## config.mk

```make
export PLATFORM = sky130hd
export DESIGN_NAME = plc_request_error_reporter
export DESIGN_NICKNAME = d
export VERILOG_FILES = /design/src/hdl/diag_fault_latch.v /design/src/hdl/plc_request_error_reporter.v
export VERILOG_INCLUDE_DIRS = /design/src /design/src/hdl
export SDC_FILE = /design/constraint.sdc
export NUM_CORES = 1
export LEC_CHECK = 0
export BUFFER_PORTS_ARGS = -buffer_cell sky130_fd_sc_hd__buf_2
export CORE_ASPECT_RATIO = 0.6
export CORE_MARGIN = 10
export CORE_UTILIZATION = 58
export CTS_CLUSTER_SIZE = 28
export DETAILED_ROUTE_END_ITERATION = 7
export PLACE_DENSITY_LB_ADDON = 0.25
export SETUP_SLACK_MARGIN = 0.1
export SLEW_MARGIN = 20
export SYNTH_ARGS = -nofsm -noshare
export SYNTH_HDL_FRONTEND = slang
export SYNTH_HIERARCHICAL = 1
export SYNTH_SLANG_ARGS = --single-unit
```

## constraint.sdc

```tcl
create_clock -name core_clk_in -period 3.3 [get_ports core_clk_in]
set_input_delay 0.495 -clock core_clk_in [delete_from_list [all_inputs] [get_ports core_clk_in]]
set_output_delay 0.495 -clock core_clk_in [all_outputs]
set_load 0.05 [all_outputs]
```

## src/hdl/request_checker_defines.vh

```
`ifndef REQUEST_CHECKER_DEFINES_VH
`define REQUEST_CHECKER_DEFINES_VH

// system error codes returned on a refused request
`define SYSERR_PARITY        8'h01
`define SYSERR_OVERRUN       8'h02
`define SYSERR_CHECKSUM      8'h03
`define SYSERR_ADDR_SPAN     8'h04
`define SYSERR_ILLEGAL_ADDR  8'h05
`define SYSERR_UNKNOWN_NODE  8'h06
`define SYSERR_BAD_INDICATOR 8'h11
`define SYSERR_BAD_COMMAND   8'h12
`define SYSERR_BAD_LENGTH    8'h15
`define SYSERR_NONE          8'h00

// request codes and their exact lengths in characters, checksum included
`define REQ_READ             8'h01
`define REQ_WRITE_NODE       8'h02
`define REQ_INDICATOR        8'h03
`define REQ_STATUS           8'h04
`define LEN_READ             4'h5
`define LEN_WRITE_NODE       4'h6
`define LEN_INDICATOR        4'h3
`define LEN_STATUS           4'h2

// character positions inside a request
`define POS_CODE             4'h0
`define POS_ADDR_HI          4'h1
`define POS_ADDR_LO          4'h2
`define POS_COUNT            4'h3
`define POS_NODE             4'h4
`define POS_SELECT           4'h1
`define POS_MAX              4'hf

// diagnostic fault vector: bit index and two-digit bcd code
`define DIAG_COUNT           12
`define DIAG_FATAL_SCRATCH   4
`define DIAG_FATAL_MEMCFG    7
`define DIAG_CODE_TABLE      96'h14_13_12_11_10_07_06_05_04_03_02_01

// receiver states, one-hot
`define ST_IDLE              2'b01
`define ST_RECV              2'b10

`endif

```

## src/hdl/diag_fault_latch.v

```verilog
`timescale 1ns/1ns
`default_nettype none
`include "request_checker_defines.vh"

module diag_fault_latch #(
	parameter N = `DIAG_COUNT
) (
	input  wire       core_clk_in,
	input  wire       reset_in,
	input  wire [N-1:0] fault_in,
	input  wire       supervisory_in,
	input  wire       ack_in,
	output wire       report_valid_out,
	output reg  [7:0] code_ff,
	output reg        fatal_ff
);
	localparam [8*N-1:0] CODES = `DIAG_CODE_TABLE;

	reg  [N-1:0] pending_ff;
	reg  [N-1:0] shown_ff;
	reg          any_ff;
	reg  [N-1:0] lowest;
	integer      k;
	integer      j;

	// lowest pending fault is reported first
	always @* begin
		lowest = {N{1'b0}};
		for (k = N - 1; k >= 0; k = k - 1) begin
			if (pending_ff[k]) begin
				lowest = {N{1'b0}};
				lowest[k] = 1'b1;
			end
		end
	end

	genvar i;
	generate
		for (i = 0; i < N; i = i + 1) begin : g_fault
			// a fault arriving with the ack stays pending
			always @(posedge core_clk_in) begin
				if (reset_in) begin
					pending_ff[i] <= 1'b0;
				end else if (fault_in[i]) begin
					pending_ff[i] <= 1'b1;
				end else if (ack_in && report_valid_out && shown_ff[i]) begin
					pending_ff[i] <= 1'b0;
				end
			end
		end
	endgenerate

	always @(posedge core_clk_in) begin
		if (reset_in) begin
			shown_ff <= {N{1'b0}};
			any_ff   <= 1'b0;
			code_ff  <= 8'h00;
			fatal_ff <= 1'b0;
		end else begin
			shown_ff <= lowest;
			any_ff   <= |lowest;
			code_ff  <= 8'h00;
			// own loop index, so the comb search and this process share no variable
			for (j = 0; j < N; j = j + 1) begin
				if (lowest[j]) begin
					code_ff <= CODES[8*j +: 8];
				end
			end
			// fatal faults hold until reset
			if (fault_in[`DIAG_FATAL_SCRATCH] || fault_in[`DIAG_FATAL_MEMCFG]) begin
				fatal_ff <= 1'b1;
			end
		end
	end

	// only offered while the panel sits in supervisory status
	assign report_valid_out = any_ff && supervisory_in && (shown_ff == lowest);
endmodule
`default_nettype wire

```

## src/hdl/plc_request_error_reporter.v

```verilog
`timescale 1ns/1ns
`default_nettype none
`include "request_checker_defines.vh"

// Notes on behaviour
// link faults answer code 1 parity, 2 overrun, 3 checksum.
// content faults answer code 4 span, 5 illegal address, 6 unknown node.
// computed checksum differing from sent checksum refuses with checksum fault.
// modification crossing the valid address boundary refuses with span fault.
// address wholly outside memory refuses with illegal address fault.
// unrecognised node type refuses with unknown node fault.
// unknown request code refuses with bad command fault.
// wrong character count for the request type refuses with bad length.
// malformed indicator status request refuses with bad indicator fault.
// in supervisory status internal faults are reported as two-digit codes.
// codes 04 port error, 06 coil ram sum, 07 processor diagnostic.
// codes 05 and 10 are fatal and put the run indicator out.
// code 11 clock not running, code 12 watchdog expired.
// code 13 illegal column, code 14 missing end-of-logic node.
// panel waits while another party occupies the link.
// panel flags unrecognisable responses as a system error.
// panel refuses stop-only functions while the controller runs.
// panel shows an invalid marker for register values above 999.
// panel missing end-of-logic mark flags database invalid, asks initialisation.
// receive overrun answers overrun fault and drops run indication.
// refused requests change nothing; only the error response goes out.
module plc_request_error_reporter #(
	parameter MEM_WORDS       = 17'h01000,
	parameter NODE_TYPES      = 8'h10,
	parameter INDICATOR_GROUPS = 8'h08
) (
	input  wire        core_clk_in,
	input  wire        reset_in,
	input  wire        rx_valid_in,
	input  wire [7:0]  rx_data_in,
	input  wire        rx_parity_err_in,
	input  wire        rx_last_in,
	input  wire        proc_stall_in,
	input  wire        run_enable_in,
	input  wire [11:0] diag_fault_in,
	input  wire        supervisory_in,
	input  wire        diag_ack_in,
	output wire        link_occupied_out,
	output reg         resp_valid_ff,
	output reg         resp_error_ff,
	output reg  [7:0]  resp_code_ff,
	output reg         exec_valid_ff,
	output reg  [7:0]  exec_cmd_ff,
	output reg  [15:0] exec_addr_ff,
	output reg  [7:0]  exec_count_ff,
	output reg  [7:0]  exec_node_ff,
	output wire        diag_valid_out,
	output wire [7:0]  diag_code_out,
	output wire        run_out
);
	reg        hold_full_ff;
	reg  [7:0] hold_data_ff;
	reg        hold_last_ff;
	reg        hold_perr_ff;
	reg  [1:0] st_ff;
	reg  [3:0] pos_ff;
	reg  [7:0] sum_ff;
	reg        perr_ff;
	reg        ovr_ff;
	reg        run_lost_ff;
	reg  [7:0] cmd_ff;
	reg  [7:0] ahi_ff;
	reg  [7:0] alo_ff;
	reg  [7:0] cnt_ff;
	reg  [7:0] node_ff;

	wire       consume = hold_full_ff && !proc_stall_in;
	// one holding register; a character landing on an unread one is lost
	wire       overrun = rx_valid_in && hold_full_ff && !consume;
	wire       fatal;

	wire [16:0] addr  = {1'b0, ahi_ff, alo_ff};
	wire [16:0] a_end = addr + {9'h000, cnt_ff};
	wire [3:0]  len   = pos_ff + 4'h1;
	reg  [3:0]  need_len;
	reg  [7:0]  verdict;

	always @* begin
		case (cmd_ff)
			`REQ_READ:       need_len = `LEN_READ;
			`REQ_WRITE_NODE: need_len = `LEN_WRITE_NODE;
			`REQ_INDICATOR:  need_len = `LEN_INDICATOR;
			`REQ_STATUS:     need_len = `LEN_STATUS;
			default:         need_len = 4'h0;
		endcase
	end

	// link faults first, then shape of the request, then its content
	always @* begin
		verdict = `SYSERR_NONE;
		if (perr_ff || hold_perr_ff) begin
			verdict = `SYSERR_PARITY;
		end else if (ovr_ff) begin
			verdict = `SYSERR_OVERRUN;
		end else if (sum_ff != hold_data_ff) begin
			verdict = `SYSERR_CHECKSUM;
		end else if (need_len == 4'h0) begin
			verdict = `SYSERR_BAD_COMMAND;
		end else if (len != need_len) begin
			verdict = `SYSERR_BAD_LENGTH;
		end else if (cmd_ff == `REQ_INDICATOR) begin
			if (ahi_ff >= INDICATOR_GROUPS) begin
				verdict = `SYSERR_BAD_INDICATOR;
			end
		end else if (cmd_ff == `REQ_READ || cmd_ff == `REQ_WRITE_NODE) begin
			if (addr >= MEM_WORDS) begin
				verdict = `SYSERR_ILLEGAL_ADDR;
			end else if (a_end > MEM_WORDS) begin
				verdict = `SYSERR_ADDR_SPAN;
			end else if (cmd_ff == `REQ_WRITE_NODE && node_ff >= NODE_TYPES) begin
				verdict = `SYSERR_UNKNOWN_NODE;
			end
		end
	end

	always @(posedge core_clk_in) begin
		if (reset_in) begin
			hold_full_ff <= 1'b0;
			hold_data_ff <= 8'h00;
			hold_last_ff <= 1'b0;
			hold_perr_ff <= 1'b0;
		end else if (rx_valid_in && (!hold_full_ff || consume)) begin
			hold_full_ff <= 1'b1;
			hold_data_ff <= rx_data_in;
			hold_last_ff <= rx_last_in;
			hold_perr_ff <= rx_parity_err_in;
		end else if (consume) begin
			hold_full_ff <= 1'b0;
		end
	end

	always @(posedge core_clk_in) begin
		if (reset_in) begin
			st_ff       <= `ST_IDLE;
			pos_ff      <= `POS_CODE;
			sum_ff      <= 8'h00;
			perr_ff     <= 1'b0;
			ovr_ff      <= 1'b0;
			run_lost_ff <= 1'b0;
			cmd_ff      <= 8'h00;
			ahi_ff      <= 8'h00;
			alo_ff      <= 8'h00;
			cnt_ff      <= 8'h00;
			node_ff     <= 8'h00;
		end else begin
			if (overrun) begin
				ovr_ff      <= 1'b1;
				run_lost_ff <= 1'b1;
			end
			if (consume) begin
				if (hold_last_ff) begin
					st_ff   <= `ST_IDLE;
					pos_ff  <= `POS_CODE;
					sum_ff  <= 8'h00;
					perr_ff <= 1'b0;
					ovr_ff  <= overrun;
				end else begin
					st_ff   <= `ST_RECV;
					// position saturates so long requests still read as bad length
					pos_ff  <= (pos_ff == `POS_MAX) ? pos_ff : pos_ff + 4'h1;
					sum_ff  <= sum_ff + hold_data_ff;
					perr_ff <= perr_ff | hold_perr_ff;
					case (pos_ff)
						`POS_CODE:    cmd_ff  <= hold_data_ff;
						`POS_ADDR_HI: ahi_ff  <= hold_data_ff;
						`POS_ADDR_LO: alo_ff  <= hold_data_ff;
						`POS_COUNT:   cnt_ff  <= hold_data_ff;
						`POS_NODE:    node_ff <= hold_data_ff;
						default:      node_ff <= node_ff;
					endcase
				end
			end
		end
	end

	// the last character carries the checksum and triggers the verdict
	always @(posedge core_clk_in) begin
		if (reset_in) begin
			resp_valid_ff <= 1'b0;
			resp_error_ff <= 1'b0;
			resp_code_ff  <= `SYSERR_NONE;
			exec_valid_ff <= 1'b0;
			exec_cmd_ff   <= 8'h00;
			exec_addr_ff  <= 16'h0000;
			exec_count_ff <= 8'h00;
			exec_node_ff  <= 8'h00;
		end else begin
			resp_valid_ff <= consume && hold_last_ff;
			exec_valid_ff <= consume && hold_last_ff && (verdict == `SYSERR_NONE);
			if (consume && hold_last_ff) begin
				resp_error_ff <= (verdict != `SYSERR_NONE);
				resp_code_ff  <= verdict;
				if (verdict == `SYSERR_NONE) begin
					exec_cmd_ff   <= cmd_ff;
					exec_addr_ff  <= {ahi_ff, alo_ff};
					exec_count_ff <= cnt_ff;
					exec_node_ff  <= node_ff;
				end
			end
		end
	end

	diag_fault_latch #(
		.N(`DIAG_COUNT)
	) u_diag (
		.core_clk_in      (core_clk_in),
		.reset_in         (reset_in),
		.fault_in         (diag_fault_in),
		.supervisory_in   (supervisory_in),
		.ack_in           (diag_ack_in),
		.report_valid_out (diag_valid_out),
		.code_ff          (diag_code_out),
		.fatal_ff         (fatal)
	);

	assign link_occupied_out = (st_ff == `ST_RECV) || hold_full_ff;
	assign run_out           = run_enable_in && !fatal && !run_lost_ff;
endmodule
`default_nettype wire

```

# After elaboration in Yosys (flattened, before gate mapping)
# Cells that the tools add are included.
dict set report totals {
  word_cells 195
  regBits 153
  inputBits 29
}
dict set report op_classes {
  bitwise_logic 2
  add_sub_neg 3
  n_eq_ne 14
  n_mux 70
  order_cmp 4
  reduce_logical 61
}
# op count
set op_table {}
lappend op_table {{$mux W12} 12}
lappend op_table {{$mux W8} 7}
lappend op_table {{$mux W1} 31}
lappend op_table {{$mux W5} 6}
lappend op_table {{$reduce_bool A2 Y1} 13}
lappend op_table {{$logic_and A1 B1 Y1} 24}
lappend op_table {{$mux W3} 8}
lappend op_table {{$reduce_or A12 Y1} 2}
lappend op_table {{$add A16 B8 Y17} 1}
lappend op_table {{$gt A17 B13 Y1 const B} 1}
lappend op_table {{$eq A8 B2 Y1 const B} 2}
lappend op_table {{$ge A16 B13 Y1 const B} 1}
lappend op_table {{$reduce_and A3 Y1} 5}
lappend op_table {{$eq A12 B12 Y1} 1}
lappend op_table {{$pmux W3 S4} 1}
lappend op_table {{$add A8 B8 Y8} 1}
lappend op_table {{$eq A4 B2 Y1 const B} 2}
lappend op_table {{$eq A8 B1 Y1 const B} 1}
lappend op_table {{$eq A8 B3 Y1 const B} 1}
lappend op_table {{$ge A8 B4 Y1 const B} 1}
lappend op_table {{$ge A8 B5 Y1 const B} 1}
lappend op_table {{$logic_not A4 Y1} 2}
lappend op_table {{$logic_not A8 Y1} 1}
lappend op_table {{$mux W4} 2}
lappend op_table {{other kinds (16)} 27}

# Depth between registers and ports, before layout
# Gate-level depths: netlist of the first run.
dict set report logic_depth {
  ltp_word 24
  ltp_mapped 13
  ltp_nobuf 11
}

# Cells and area by module
# Netlist of the first run, hierarchy kept.
# mod seq_area_each_um2 cells_each instances area_per_inst_um2
set by_module_without_submodules {}
lappend by_module_without_submodules {plc_request_error_reporter 2302.2 600 1 5315.1}
lappend by_module_without_submodules {diag_fault_latch 600.6 166 1 1532.7}

# Least setup slack after synthesis of the first run
# Ideal clock, no wire load.
dict set report synth_path {
  path_type {flip-flop to output port}
  start {register u_diag.pending_ff[2]}
  end {output diag_valid_out}
  path_stages_with_launch 7
  t_arrival_ps 2975
  required_time_ps 2805
  setup_slack_ps -170
  cell_sequence {dfxtp_1 -> buf_6 -> or4_1 -> mux2i_1 -> a22oi_1 -> nand2_1 -> nor4_1}
}
dict set report synth_via {
  elab_chain_cells 5
}
# element line_no
set synth_lines {}
lappend synth_lines {{start, declared} diag_fault_latch.v:19} ;# reg [N-1:0] pending_ff;
lappend synth_lines {{start signal, assigned by index} diag_fault_latch.v:43} ;# pending_ff[i] <= 1'b0;
lappend synth_lines {{start signal, assigned by index} diag_fault_latch.v:45} ;# pending_ff[i] <= 1'b1;
lappend synth_lines {{start signal, assigned by index} diag_fault_latch.v:47} ;# pending_ff[i] <= 1'b0;
lappend synth_lines {{$mux W12 (3 in series)} diag_fault_latch.v:30} ;# if (pending_ff[k]) begin
lappend synth_lines {{$eq A12 B12 Y1} diag_fault_latch.v:77} ;# assign report_valid_out = any_ff && supervisory_in && (shown_ff == lowest);
lappend synth_lines {{$logic_and A1 B1 Y1} diag_fault_latch.v:77}
lappend synth_lines {{end, declared} plc_request_error_reporter.v:52} ;# output wire diag_valid_out,
# Every way passes these cells.

# Worst setup path in the final report of the first run
dict set report layout_path {
  start {register alo_ff[0]}
  end {register exec_addr_ff[7]}
}
dict set report layout_via {
  elab_chain_cells 13
  word_cells_on_any_way 14
}
# element line_no
set layout_lines {}
lappend layout_lines {{start, declared} plc_request_error_reporter.v:68} ;# reg [7:0] alo_ff;
lappend layout_lines {{start signal, assigned} plc_request_error_reporter.v:171} ;# `POS_ADDR_LO: alo_ff <= hold_data_ff;
lappend layout_lines {{$add A16 B8 Y17} plc_request_error_reporter.v:78} ;# wire [16:0] a_end = addr + {9'h000, cnt_ff};
lappend layout_lines {{$gt A17 B13 Y1} plc_request_error_reporter.v:113} ;# end else if (a_end > MEM_WORDS) begin
lappend layout_lines {{$mux W3} plc_request_error_reporter.v:113}
lappend layout_lines {{$mux W3 *} plc_request_error_reporter.v:111} ;# if (addr >= MEM_WORDS) begin
lappend layout_lines {{$mux W3 *} plc_request_error_reporter.v:110} ;# end else if (cmd_ff == `REQ_READ || cmd_ff == `REQ_WRITE_NODE) begin
lappend layout_lines {{$mux W8 *} plc_request_error_reporter.v:106} ;# end else if (cmd_ff == `REQ_INDICATOR) begin
lappend layout_lines {{$mux W8 *} plc_request_error_reporter.v:104} ;# end else if (len != need_len) begin
lappend layout_lines {{$mux W8 *} plc_request_error_reporter.v:102} ;# end else if (need_len == 4'h0) begin
lappend layout_lines {{$mux W8 *} plc_request_error_reporter.v:100} ;# end else if (sum_ff != hold_data_ff) begin
lappend layout_lines {{$mux W8 *} plc_request_error_reporter.v:98} ;# end else if (ovr_ff) begin
lappend layout_lines {{$mux W8 *} plc_request_error_reporter.v:96} ;# if (perr_ff || hold_perr_ff) begin
lappend layout_lines {{$logic_not A8 Y1 (no source line) *} -}
lappend layout_lines {{$reduce_and A2 Y1 (no source line) *} -}
lappend layout_lines {{end signal, assigned} plc_request_error_reporter.v:200} ;# exec_addr_ff <= {ahi_ff, alo_ff};
lappend layout_lines {{end, declared} plc_request_error_reporter.v:49} ;# output reg [15:0] exec_addr_ff,
# Every way passes the cells marked *; elsewhere a longest branch is shown, timed or not.
# A chain may end at the register's enable or synchronous reset.

==> flow_summary.toml, run 1 <==
[critical_path]
critical_path_arrival_ns = 3.47
critPathMaxStageDelay_ns = 0.37
rr_endpoint = "exec_addr_ff[7]"
worstSetupEndpointType = "flip-flop"
crit_fanout = 6
crit_chain = "ha_4, fa_2, a211o_1, a21oi_2, o21bai_1, a311oi_1, o2111ai_1, or2_1, a221oi_4, buf_6, clkbuf_16, mux2i_1, nor2_1"
r2r-start = "alo_ff[0]"
critPathSlowestCell = "fa_2"
reg2reg_slack_ns = 0.13
worstSetupPathType = "flip-flop to flip-flop"
startpoint_type = "flip-flop"
crit_required_ns = 3.61
rr_worst_depth = 13

[logic_synthesis]
ys.flop_type = "dfxtp_1"
yosysUniqueCellTypes = 72
ys_ff_latch = 145
syn_inst = 766
synth.avg_cell_area_sq_um = 8.94
syn-cell-area_sq_mm = 0.00685
yosys_warnings = 6
async_reset_ff_share_pct = 0
ys_seq_area_share_pct = 42.4
synth_edf_count = 0

[status]
status = "finished, final reports clean"

[layout]
drive_gt1_share_pct = 23.0
area_growth_pct = 20.5
top_regs = "exec_addr_ff (16), u_diag/pending_ff (12), u_diag/shown_ff (12)"
nets = 905
multiInputGateArea_sq_mm = 0.00369
utilization_pct = 72.3
n_antenna_cell = 0
regMostFlops = "exec_addr_ff"
fin_area_sq_mm = 0.00825
fin_cells = 1028
seq_area_sq_mm = 0.00292
largest_register_ffs = 16
num-fill-cells = 797

[floorplan]
rows = 30
io-pin-count = 91
fp.coreArea_sq_mm = 0.0114
die_w_um = 160
start_util_pct = 60.0
die_height_um = 104
dieArea_sq_mm = 0.0167

[power]
leakage_nw = 3.36
power.switching_mw = 1.09
p_int_mw = 3.12
combPwrFrac_pct = 8.3
seqPwrFrac_pct = 43.5
p_per_area_mw_per_mm2 = 510
swShare_pct = 25.9
vdd_drop_max_uv = 399
power.share.clock_pct = 48.3

[clocking]
ctsLongestPathBuffers = 2
postCtsHoldBufs = 0
clk_latency_ns = 0.42
cts-root-buf = "clkbuf_16"
clock-sinks = 145
cts_tree = "built"
numCtsBuffers = 17
clk_pin_slew_ns = 0.07
htree_levels = 4

[global_route]
first_global_vias = 5607
grt-ovfl-total = 0
antenna_found_initial = 0
grtUsageTotal_pct = 21.1
grt_pass1_wl_um = 29300
grt_max_degree = 63

[timing]
finalSetupViolations = 0
worst_slew_pin_slew_ns = 0.792
fin_skew_ns = 0.00758
final-hold-violation-count = 0
fmax_mhz = 316
period_share_pct = 95.9
grt_setup_unrepaired = "true"
drv_slew = 0
relSlewSlack_pct = 46.7
period_needed_ns = 3.17
fin_tns_setup_ns = 0

[placement]
place_area_sq_mm = 0.00738
place_congestion = 0.932
portBuffers = 82
dpl.hpwl_um = 13200
place_inst = 984

[detailed_routing]
ant_nets = 0
vias = 6025
drc_errors = 0
drt_first_pass_iters = 6
viasPerCell = 5.86
routedWlPerCell_um = 18.2
drt-initial-drc-count = 652
wirelength_um = 18700

[worst_hold_path]
whs_endpoint = "hold_data_ff[4]"
hp-start = "rx_data_in[4]"
min_path_type = "input pin to flip-flop"
min_path_cells = 3

[run]
drv_cap = 0
==> worst max-delay path by stage <==
| stage | start | end | slack [ns] | depth (start not counted) |
|---|---|---|---|---|
| 2_1_floorplan | alo_ff[0] | exec_addr_ff[15] | 0.33 | 13 |
| 3_3_place_gp | alo_ff[0] | exec_addr_ff[0] | 0.14 | 12 |
| 3_5_place_dp | alo_ff[0] | exec_count_ff[1] | 0.01 | 12 |
| 4_1_cts | u_diag/pending_ff[2] | diag_valid_out | 0.10 | 6 |
| 5_1_grt | alo_ff[0] | exec_addr_ff[7] | 0.0001 | 14 |
| 6_report | alo_ff[0] | exec_addr_ff[7] | 0.13 | 13 |
==> layout by cell type (no fill, tap or decap), drive strengths merged, types with 3 or more instances in the layout <==
master   count
nand4b       3
a311oi      15
nand3       34
inv         22
o2111ai      3
xor2         5
nor2b       14
o211ai       3
o21a         4
o31ai        3
a31oi        4
nand3b       6
xnor2       10
nor4bb       3
and2         9
nand2       70
mux2i       56
nor3        16
nor4         8
or4          5
clkbuf      19
dfxtp      145
a21o         6
and3         3
buf        115
conb         8
a22oi       10
or2          8
o21bai       3
ha          19
nand4        3
o21ai       15
nor3b        7
nor2       113
a21oi       63
bufinv       3
==> synth_stat cells, types with 4 or more instances <==
master    number  area share [%]
a22oi_1       10             1.1
a21o_1         6            0.66
clkbuf_1      26             1.4
o21a_1         4            0.44
o21ai_1        4            0.29
xor2_1         5            0.64
buf_4          9            0.99
xnor2_1       10             1.3
ha_1          19             3.5
nor4_1         7            0.64
a31oi_1        4            0.37
buf_6          4            0.66
a21oi_1       62             4.5
inv_1         14            0.77
mux2i_1       56             8.2
nor3b_1        6            0.66
a311oi_1       5            0.64
buf_2          8            0.58
nor2b_1       14             1.3
dfxtp_1      145              42
or4_1          4            0.44
nand2_1       70             3.8
nor3_1        16             1.2
or2_2          5            0.46
nand3b_1       6            0.66
a311oi_2      10             2.2
nand3_1       34             2.5
o21ai_0       11            0.80
nor2_1       113             6.2
and2_1         9            0.82
==> critical path, delay by kind of cell, from the launching register on <==
family | cells | cell delay (ns)
simple gates | 2 | 0.35
flops | 1 | 0.36
mux | 1 | 0.22
fa+ha+maj | 2 | 0.53
compound gates | 6 | 1.18
buf+inv | 2 | 0.40
==> power groups by stage <==
| stage | sequential, mW | clock, mW | combinational [mW] |
|---|---|---|---|
| floorplan | 1.87 | 0 | 0.237 |
| global placement | 1.86 | 0 | 0.322 |
| finish | 1.83 | 2.03 | 0.348 |
| global route | 1.83 | 2.12 | 0.373 |
| CTS | 1.83 | 2.04 | 0.336 |
| detailed placement | 1.87 | 0 | 0.333 |
==> per-layer routing <==
layer | vias up | track usage, % | part of all wire (%)
met4 | 0 | 5.61 | 0.80
met3 | 14 | 5.49 | 10
li1 | 2860 | - | -
met5 | - | 0 | 0
met2 | 281 | 29.5 | 42
met1 | 2870 | 31.0 | 47
==> through the flow <==
step / setup WS, ns / power, mW / hold slack, ns
global placement: 0.140 / 2.18 / 0.437
CTS: 0.102 / 4.20 / 0.307
detailed placement: 0.0120 / 2.20 / 0.440
floorplan: 0.327 / 2.10 / 0.436
global route: 0.000111 / 4.33 / 0.322
finish: 0.134 / 4.21 / 0.312
==> cells by family (layout without fill, tap and decap cells) <==
| kind of cell | after synthesis | count (layout) | synth area share [%] |
|---|---|---|---|
| AOI/OAI and AO/OA | 145 | 145 | 15.0 |
| xor gates and xnor gates | 16 | 16 | 2.25 |
| adders and majority gates | 21 | 21 | 4.06 |
| buffers and inverters | 67 | 163 | 5.46 |
| DFF | 145 | 145 | 42.4 |
| muxes | 58 | 58 | 8.51 |
| other | 2 | 8 | 0.110 |
| and+or+nand+nor | 312 | 312 | 22.2 |
==> area by class of cell <==
type / count / area share, %
Multi-Input combinational cell: 560 / 44.7
Sequential cell: 145 / 35.3
Timing Repair Buffer: 117 / 9.34
Clock buffer: 17 / 5.15
Tap cell: 160 / 2.43
Clock inverter: 15 / 2.40
Inverter: 14 / 0.637
==> repair_timing <==
item / in CTS / in global routing
cloned: 1 / 2
resized for setup: 5 / 25
setup endpoints to repair: 41 / 42
buffers inserted: 3 / 6
pin swaps: 7 / 25
Power figures use the tool's default switching activity.
==> run 2: changes to the inputs <==
--- a/config.mk
+++ b/config.mk
@@ -12,7 +12,7 @@
 export CORE_UTILIZATION = 58
 export CTS_CLUSTER_SIZE = 28
 export DETAILED_ROUTE_END_ITERATION = 7
-export PLACE_DENSITY_LB_ADDON = 0.25
+export PLACE_DENSITY = 0.8
 export SETUP_SLACK_MARGIN = 0.1
 export SLEW_MARGIN = 20
 export SYNTH_ARGS = -nofsm -noshare
==> run 2 against run 1 <==
  * Clock power is 6% lower
  * Sequential share of layout area shrank 0.085 points
  * Register-to-register slack worse by 0.06 ns
  * Critical path depth rose by 1
  * Routed wire length rose by 8.3%
  * Clock-buffer cell count is 1 higher
  * First-iteration DRC count rose by 17%
  * Design area about the same
  * Core utilization barely moved
  * Flip-flop and latch count did not move
  * Worst setup slack got worse by 0.056 ns
==> flow_summary.toml, run 2 (synthesis results as in run 1) <==
[status]
status = "finished, final reports clean"

[critical_path]
setup.worst_path.start = "alo_ff[4]"
crit_chain = "ha_1, a21oi_2, nor2_1, a2111oi_4, mux2_1, o2111ai_1, o21ai_0, buf_4, a221oi_4, buf_6, buf_12, buf_16, mux2i_2, nor2_1"
worstSetupEndpointType = "flip-flop"
startpoint_type = "flip-flop"
crit_buf_inv = 4
worstSetupPathType = "flip-flop to flip-flop"
r2r-start = "alo_ff[4]"
critPathMaxStageDelay_ns = 0.39
critical_path_arrival_ns = 3.53
crit_required_ns = 3.61
crit_fanout = 5
path_common_cell = "nor2_1"
critPathSlowestCell = "ha_1"
crit_family = "compound AO/OA/AOI/OAI gates"

[power]
combPwrFrac_pct = 8.4
leakage_nw = 3.34
power.switching_mw = 1.11
swShare_pct = 27.2
power.share.clock_pct = 46.8
seqPwrFrac_pct = 44.8
p_int_mw = 2.98
p_per_area_mw_per_mm2 = 496
vdd_drop_max_uv = 428

[timing]
fin_skew_ns = 0.00889
layout_setup_ws_ns = 0.0775
drv_slew = 0
period_share_pct = 97.7
period_needed_ns = 3.22
final-hold-violation-count = 0
worst_slew_pin_slew_ns = 0.880
fmax_mhz = 310
hold_slack_ns = 0.307
grt_setup_unrepaired = "true"
relSlewSlack_pct = 40.8
fin_tns_setup_ns = 0
finalSetupViolations = 0

[clocking]
clk_pin_slew_ns = 0.06
clk_latency_ns = 0.43
ctsLongestPathBuffers = 2
clock-sinks = 145
numCtsBuffers = 17
htree_levels = 4
cts-root-buf = "clkbuf_16"
cts_tree = "built"

[floorplan]
start_util_pct = 60.0
io-pin-count = 91
dieArea_sq_mm = 0.0167
die_height_um = 104
die_w_um = 160
rows = 30
fp.coreArea_sq_mm = 0.0114

[layout]
top_regs = "exec_addr_ff (16), u_diag/pending_ff (12), u_diag/shown_ff (12)"
final_common_cell = "dfxtp_1"
num-fill-cells = 791
nets = 900
drive_gt1_share_pct = 22.2
largest_register_ffs = 16
multiInputGateArea_sq_mm = 0.00370
fin_cells = 1023
final_cell_mix = "dfxtp_1 (140), nor2_1 (113), buf_2 (81)"
n_antenna_cell = 0
regMostFlops = "exec_addr_ff"
seq_area_sq_mm = 0.00291
area_growth_pct = 20.5

[detailed_routing]
viasPerCell = 6.06
drt_first_pass_iters = 6
wirelength_um = 20200
ant_nets = 0
drt-initial-drc-count = 766
wl_met1_um = 8860
top_layer = "met4"
vias = 6197
wl_met2_um = 8800
dr_wl_met3_um = 2190
drc_errors = 0
routedWlPerCell_um = 19.8

[placement]
place_ws_ns = -0.0811
portBuffers = 82
dpl.hpwl_um = 13000
place_congestion = 0.956
place_inst = 980

[global_route]
first_global_vias = 5996
grt_pass1_wl_um = 30800
grt_max_degree = 57
antenna_found_initial = 0
grt-ovfl-total = 0
grtUsageTotal_pct = 22.3

[run]
drv_cap = 0

[worst_hold_path]
hp-start = "rx_data_in[0]"
min_path_type = "input pin to flip-flop"
## run 2: cell types whose count changed in the layout (fill, tap and decap cells not counted), moves of 2 or more
cell,previous run,this run
bufinv_16,3,1
dfxtp_1,135,140
mux2i_1,53,51
buf_4,28,19
buf_16,1,3
buf_12,2,4
dfxtp_2,9,5
## run 2: what timing repair did
| action | 4_1_cts | 5_1_grt |
|---|---|---|
| setup buffers | 4 | 1 |
| setup endpoints to repair | 41 | 43 |
| endpoints found under the hold margin | 0 | 0 |
| cloned | 3 | 3 |
| hold buffers | 0 | 0 |
| resized for setup | 9 | 17 |
| pin swaps | 9 | 10 |
## run 2: final timing paths
path | endpoint | slack [ns] | cells after the start
setup / recovery | exec_addr_ff[6] | 0.08 | 14
hold reg to reg | exec_cmd_ff[6] | 0.46 | 1
setup reg to reg | exec_addr_ff[6] | 0.08 | 14
hold / removal | hold_data_ff[0] | 0.31 | 3
## run 2: area by class of cell
class	count	area share [%]
Multi-Input combinational cell	560	44.8
Sequential cell	145	35.3
Timing Repair Buffer	112	9.80
Clock buffer	18	5.32
Tap cell	160	2.43
Clock inverter	14	1.71
Inverter	14	0.637
## run 2: metrics by stage
step / utilization [%] / instance area (sq um) / power, mW
6_report: 72.3 / 8250 / 4.09
2_1_floorplan: - / 6880 / 2.10
4_1_cts: 70.8 / 8080 / 4.07
3_5_place_dp: 64.4 / 7350 / 2.19
3_3_place_gp: 64.4 / 7350 / 2.18
5_1_grt: 72.3 / 8250 / 4.19
## run 2: metal layers
layer | vias up | global-route usage (%)
li1 | 2862 | -
met1 | 2923 | 30.8
met2 | 361 | 32.3
met3 | 51 | 7.08
met4 | 0 | 6.53
met5 | - | 0
## run 2: worst reg2reg max path, cell delays in order, from the launching register on
cell	delay (ns)
dfxtp_1	0.34
ha_1	0.39
a21oi_2	0.20
nor2_1	0.12
a2111oi_4	0.33
mux2_1	0.36
o2111ai_1	0.11
o21ai_0	0.12
buf_4	0.17
a221oi_4	0.30
buf_6	0.17
buf_12	0.12
buf_16	0.13
mux2i_2	0.20
nor2_1	0.05
## run 2: power groups by stage
stage,clock [mW],combinational [mW],sequential [mW]
after floorplan,0,0.237,1.87
after global placement,0,0.314,1.87
after detailed placement,0,0.326,1.87
after CTS,1.91,0.330,1.83
after global routing,1.98,0.367,1.84
final,1.91,0.343,1.83
==> run 3: changes to the inputs <==
--- a/config.mk
+++ b/config.mk
@@ -9,10 +9,10 @@
 export BUFFER_PORTS_ARGS = -buffer_cell sky130_fd_sc_hd__buf_2
 export CORE_ASPECT_RATIO = 0.6
 export CORE_MARGIN = 10
-export CORE_UTILIZATION = 58
+export CORE_UTILIZATION = 52
 export CTS_CLUSTER_SIZE = 28
 export DETAILED_ROUTE_END_ITERATION = 7
-export PLACE_DENSITY = 0.8
+export PLACE_DENSITY = 0.76
 export SETUP_SLACK_MARGIN = 0.1
 export SLEW_MARGIN = 20
 export SYNTH_ARGS = -nofsm -noshare
==> constraint.sdc (replaced) <==
create_clock -name core_clk_in -period 2.9 [get_ports core_clk_in]
set_input_delay 0.435 -clock core_clk_in [delete_from_list [all_inputs] [get_ports core_clk_in]]
set_output_delay 0.435 -clock core_clk_in [all_outputs]
set_load 0.05 [all_outputs]
==> run 3 against run 2 <==
  * The flow now finishes with violations (negative setup slack)
  * Die area increased by 9.7%
  * Non-clock buffer count rose by 43
  * Hold slack worse by 0.048 ns
  * Largest power group unchanged
  * Clock-buffer cell count decreased by 1
  * Maximum frequency grew 2.3%
  * Combinational power grew 22%
  * First-iteration DRC count fell by 24%
  * Critical endpoint is now exec_node_ff[3]
  * Sequential share of layout area shrank 1.3 points
==> flow_summary.toml, run 3 (synthesis results as in run 1) <==
[power]
power.share.clock_pct = 47.3
p_int_mw = 3.43
combPwrFrac_pct = 8.8
seqPwrFrac_pct = 43.9
power.switching_mw = 1.31
p_per_area_mw_per_mm2 = 552
vdd_drop_max_uv = 401
swShare_pct = 27.6
leakage_nw = 3.56

[clocking]
htree_levels = 4
ctsLongestPathBuffers = 2
cts-root-buf = "clkbuf_16"
cts_tree = "built"
clk_pin_slew_ns = 0.07
clk_latency_ns = 0.42
clock-sinks = 145
postCtsHoldBufs = 0
numCtsBuffers = 17

[global_route]
antenna_found_initial = 0
grt_pass1_wl_um = 30500
first_global_vias = 5826
grt-ovfl-total = 0
grt_max_degree = 55
grtUsageTotal_pct = 20.3

[placement]
place_area_sq_mm = 0.00773
place_inst = 1036
portBuffers = 82
dpl.hpwl_um = 13200
place_congestion = 0.918

[floorplan]
rows = 32
io-pin-count = 91
die_height_um = 109
fp.coreArea_sq_mm = 0.0129
dieArea_sq_mm = 0.0183
start_util_pct = 53.3
die_w_um = 168

[timing]
finalSetupViolations = 42
drv_slew = 0
grt_setup_unrepaired = "true"
worst_slew_pin_slew_ns = 0.639
period_needed_ns = 3.15
final-hold-violation-count = 0
fmax_mhz = 317
layout_setup_ws_ns = -0.251
fin_skew_ns = 0.0135
period_share_pct = 109
relSlewSlack_pct = 57.3

[detailed_routing]
wl_met1_um = 9250
drt-initial-drc-count = 580
ant_nets = 0
dr_wl_met3_um = 1780
vias = 6159
wirelength_um = 18900
viasPerCell = 5.72
top_layer = "met4"
routedWlPerCell_um = 17.5
drc_errors = 0
drt_first_pass_iters = 5
wl_met2_um = 7740

[layout]
final_cell_mix = "dfxtp_1 (140), nor2_1 (112), buf_2 (80)"
fin_area_sq_mm = 0.00857
top_regs = "exec_addr_ff (16), u_diag/pending_ff (12), u_diag/shown_ff (12)"
largest_register_ffs = 16
fin_cells = 1076
regMostFlops = "exec_addr_ff"
nets = 943
area_growth_pct = 25.2
n_antenna_cell = 0
final_common_cell = "dfxtp_1"
drive_gt1_share_pct = 26.6

[critical_path]
crit_fanout = 7
startpoint_type = "flip-flop"
worstSetupPathType = "flip-flop to flip-flop"
critical_path_arrival_ns = 3.44
worstSetupEndpointType = "flip-flop"
crit_required_ns = 3.19

[run]
drv_cap = 0

[status]
violations = "negative setup slack"
status = "complete, but fails checks"

[worst_hold_path]
min_path_type = "input pin to flip-flop"
run 3: per-layer routing:
layer	up-vias	global-route usage [%]
met5	-	0
met4	0	4.95
met3	15	5.93
met2	252	28.5
met1	2949	29.6
li1	2943	-
run 3: worst paths after layout:
kind              slack [ns]       startpoint  depth (start not counted)               to
setup / recovery       -0.25        alo_ff[0]                         13  exec_node_ff[3]
hold / removal          0.26    rx_data_in[7]                          3  hold_data_ff[7]
setup reg to reg       -0.25        alo_ff[0]                         13  exec_node_ff[3]
hold reg to reg         0.45  resp_code_ff[1]                          2  resp_code_ff[1]
run 3: power groups by stage:
| stage | Combinational (mW) | Clock (mW) | Sequential [mW] |
|---|---|---|---|
| detailed placement | 0.395 | 0 | 2.12 |
| global placement | 0.387 | 0 | 2.12 |
| global route | 0.451 | 2.34 | 2.08 |
| finish | 0.417 | 2.24 | 2.08 |
| CTS | 0.408 | 2.26 | 2.07 |
| floorplan | 0.269 | 0 | 2.12 |
run 3: area by class of cell:
cell class,count,area (sq um)
Tap cell,170,213
Sequential cell,145,2910
Fill cell,985,4280
Clock inverter,15,183
Timing Repair Buffer,155,1050
Clock buffer,17,425
Multi-Input combinational cell,560,3740
Inverter,14,52.6
run 3: metrics by stage:
stage / TNS [ns] / worst slack [ns] / power, mW / hold WS [ns] / utilization [%]
after global routing: -14.62 / -0.409 / 4.88 / 0.258 / 66.7
after CTS: -5.01 / -0.152 / 4.74 / 0.244 / 66.1
after detailed placement: -7.33 / -0.247 / 2.51 / 0.441 / 60.2
after global placement: -3.63 / -0.140 / 2.50 / 0.437 / 60.2
final: -7.97 / -0.251 / 4.73 / 0.259 / 66.7
after floorplan: 0 / 0.0306 / 2.39 / 0.436 / -
run 3: critical path, stage by stage, from the launching register on:
cell and delay, ns:
dfxtp_2 0.34, ha_4 0.16, fa_2 0.35, a211o_1 0.32, a21oi_2 0.16, o21bai_1 0.07, a311oi_1 0.25, o2111ai_1 0.16
or2_1 0.27, a221oi_4 0.30, buf_6 0.20, buf_12 0.15, mux2i_2 0.22, nor2_1 0.05
run 3: what timing repair did:
action,CTS,global route
endpoints found under the setup margin,43,45
gates cloned,2,1
resized for setup,15,12
hold endpoints to repair,0,0
buffers inserted,5,0
pin swaps,13,5
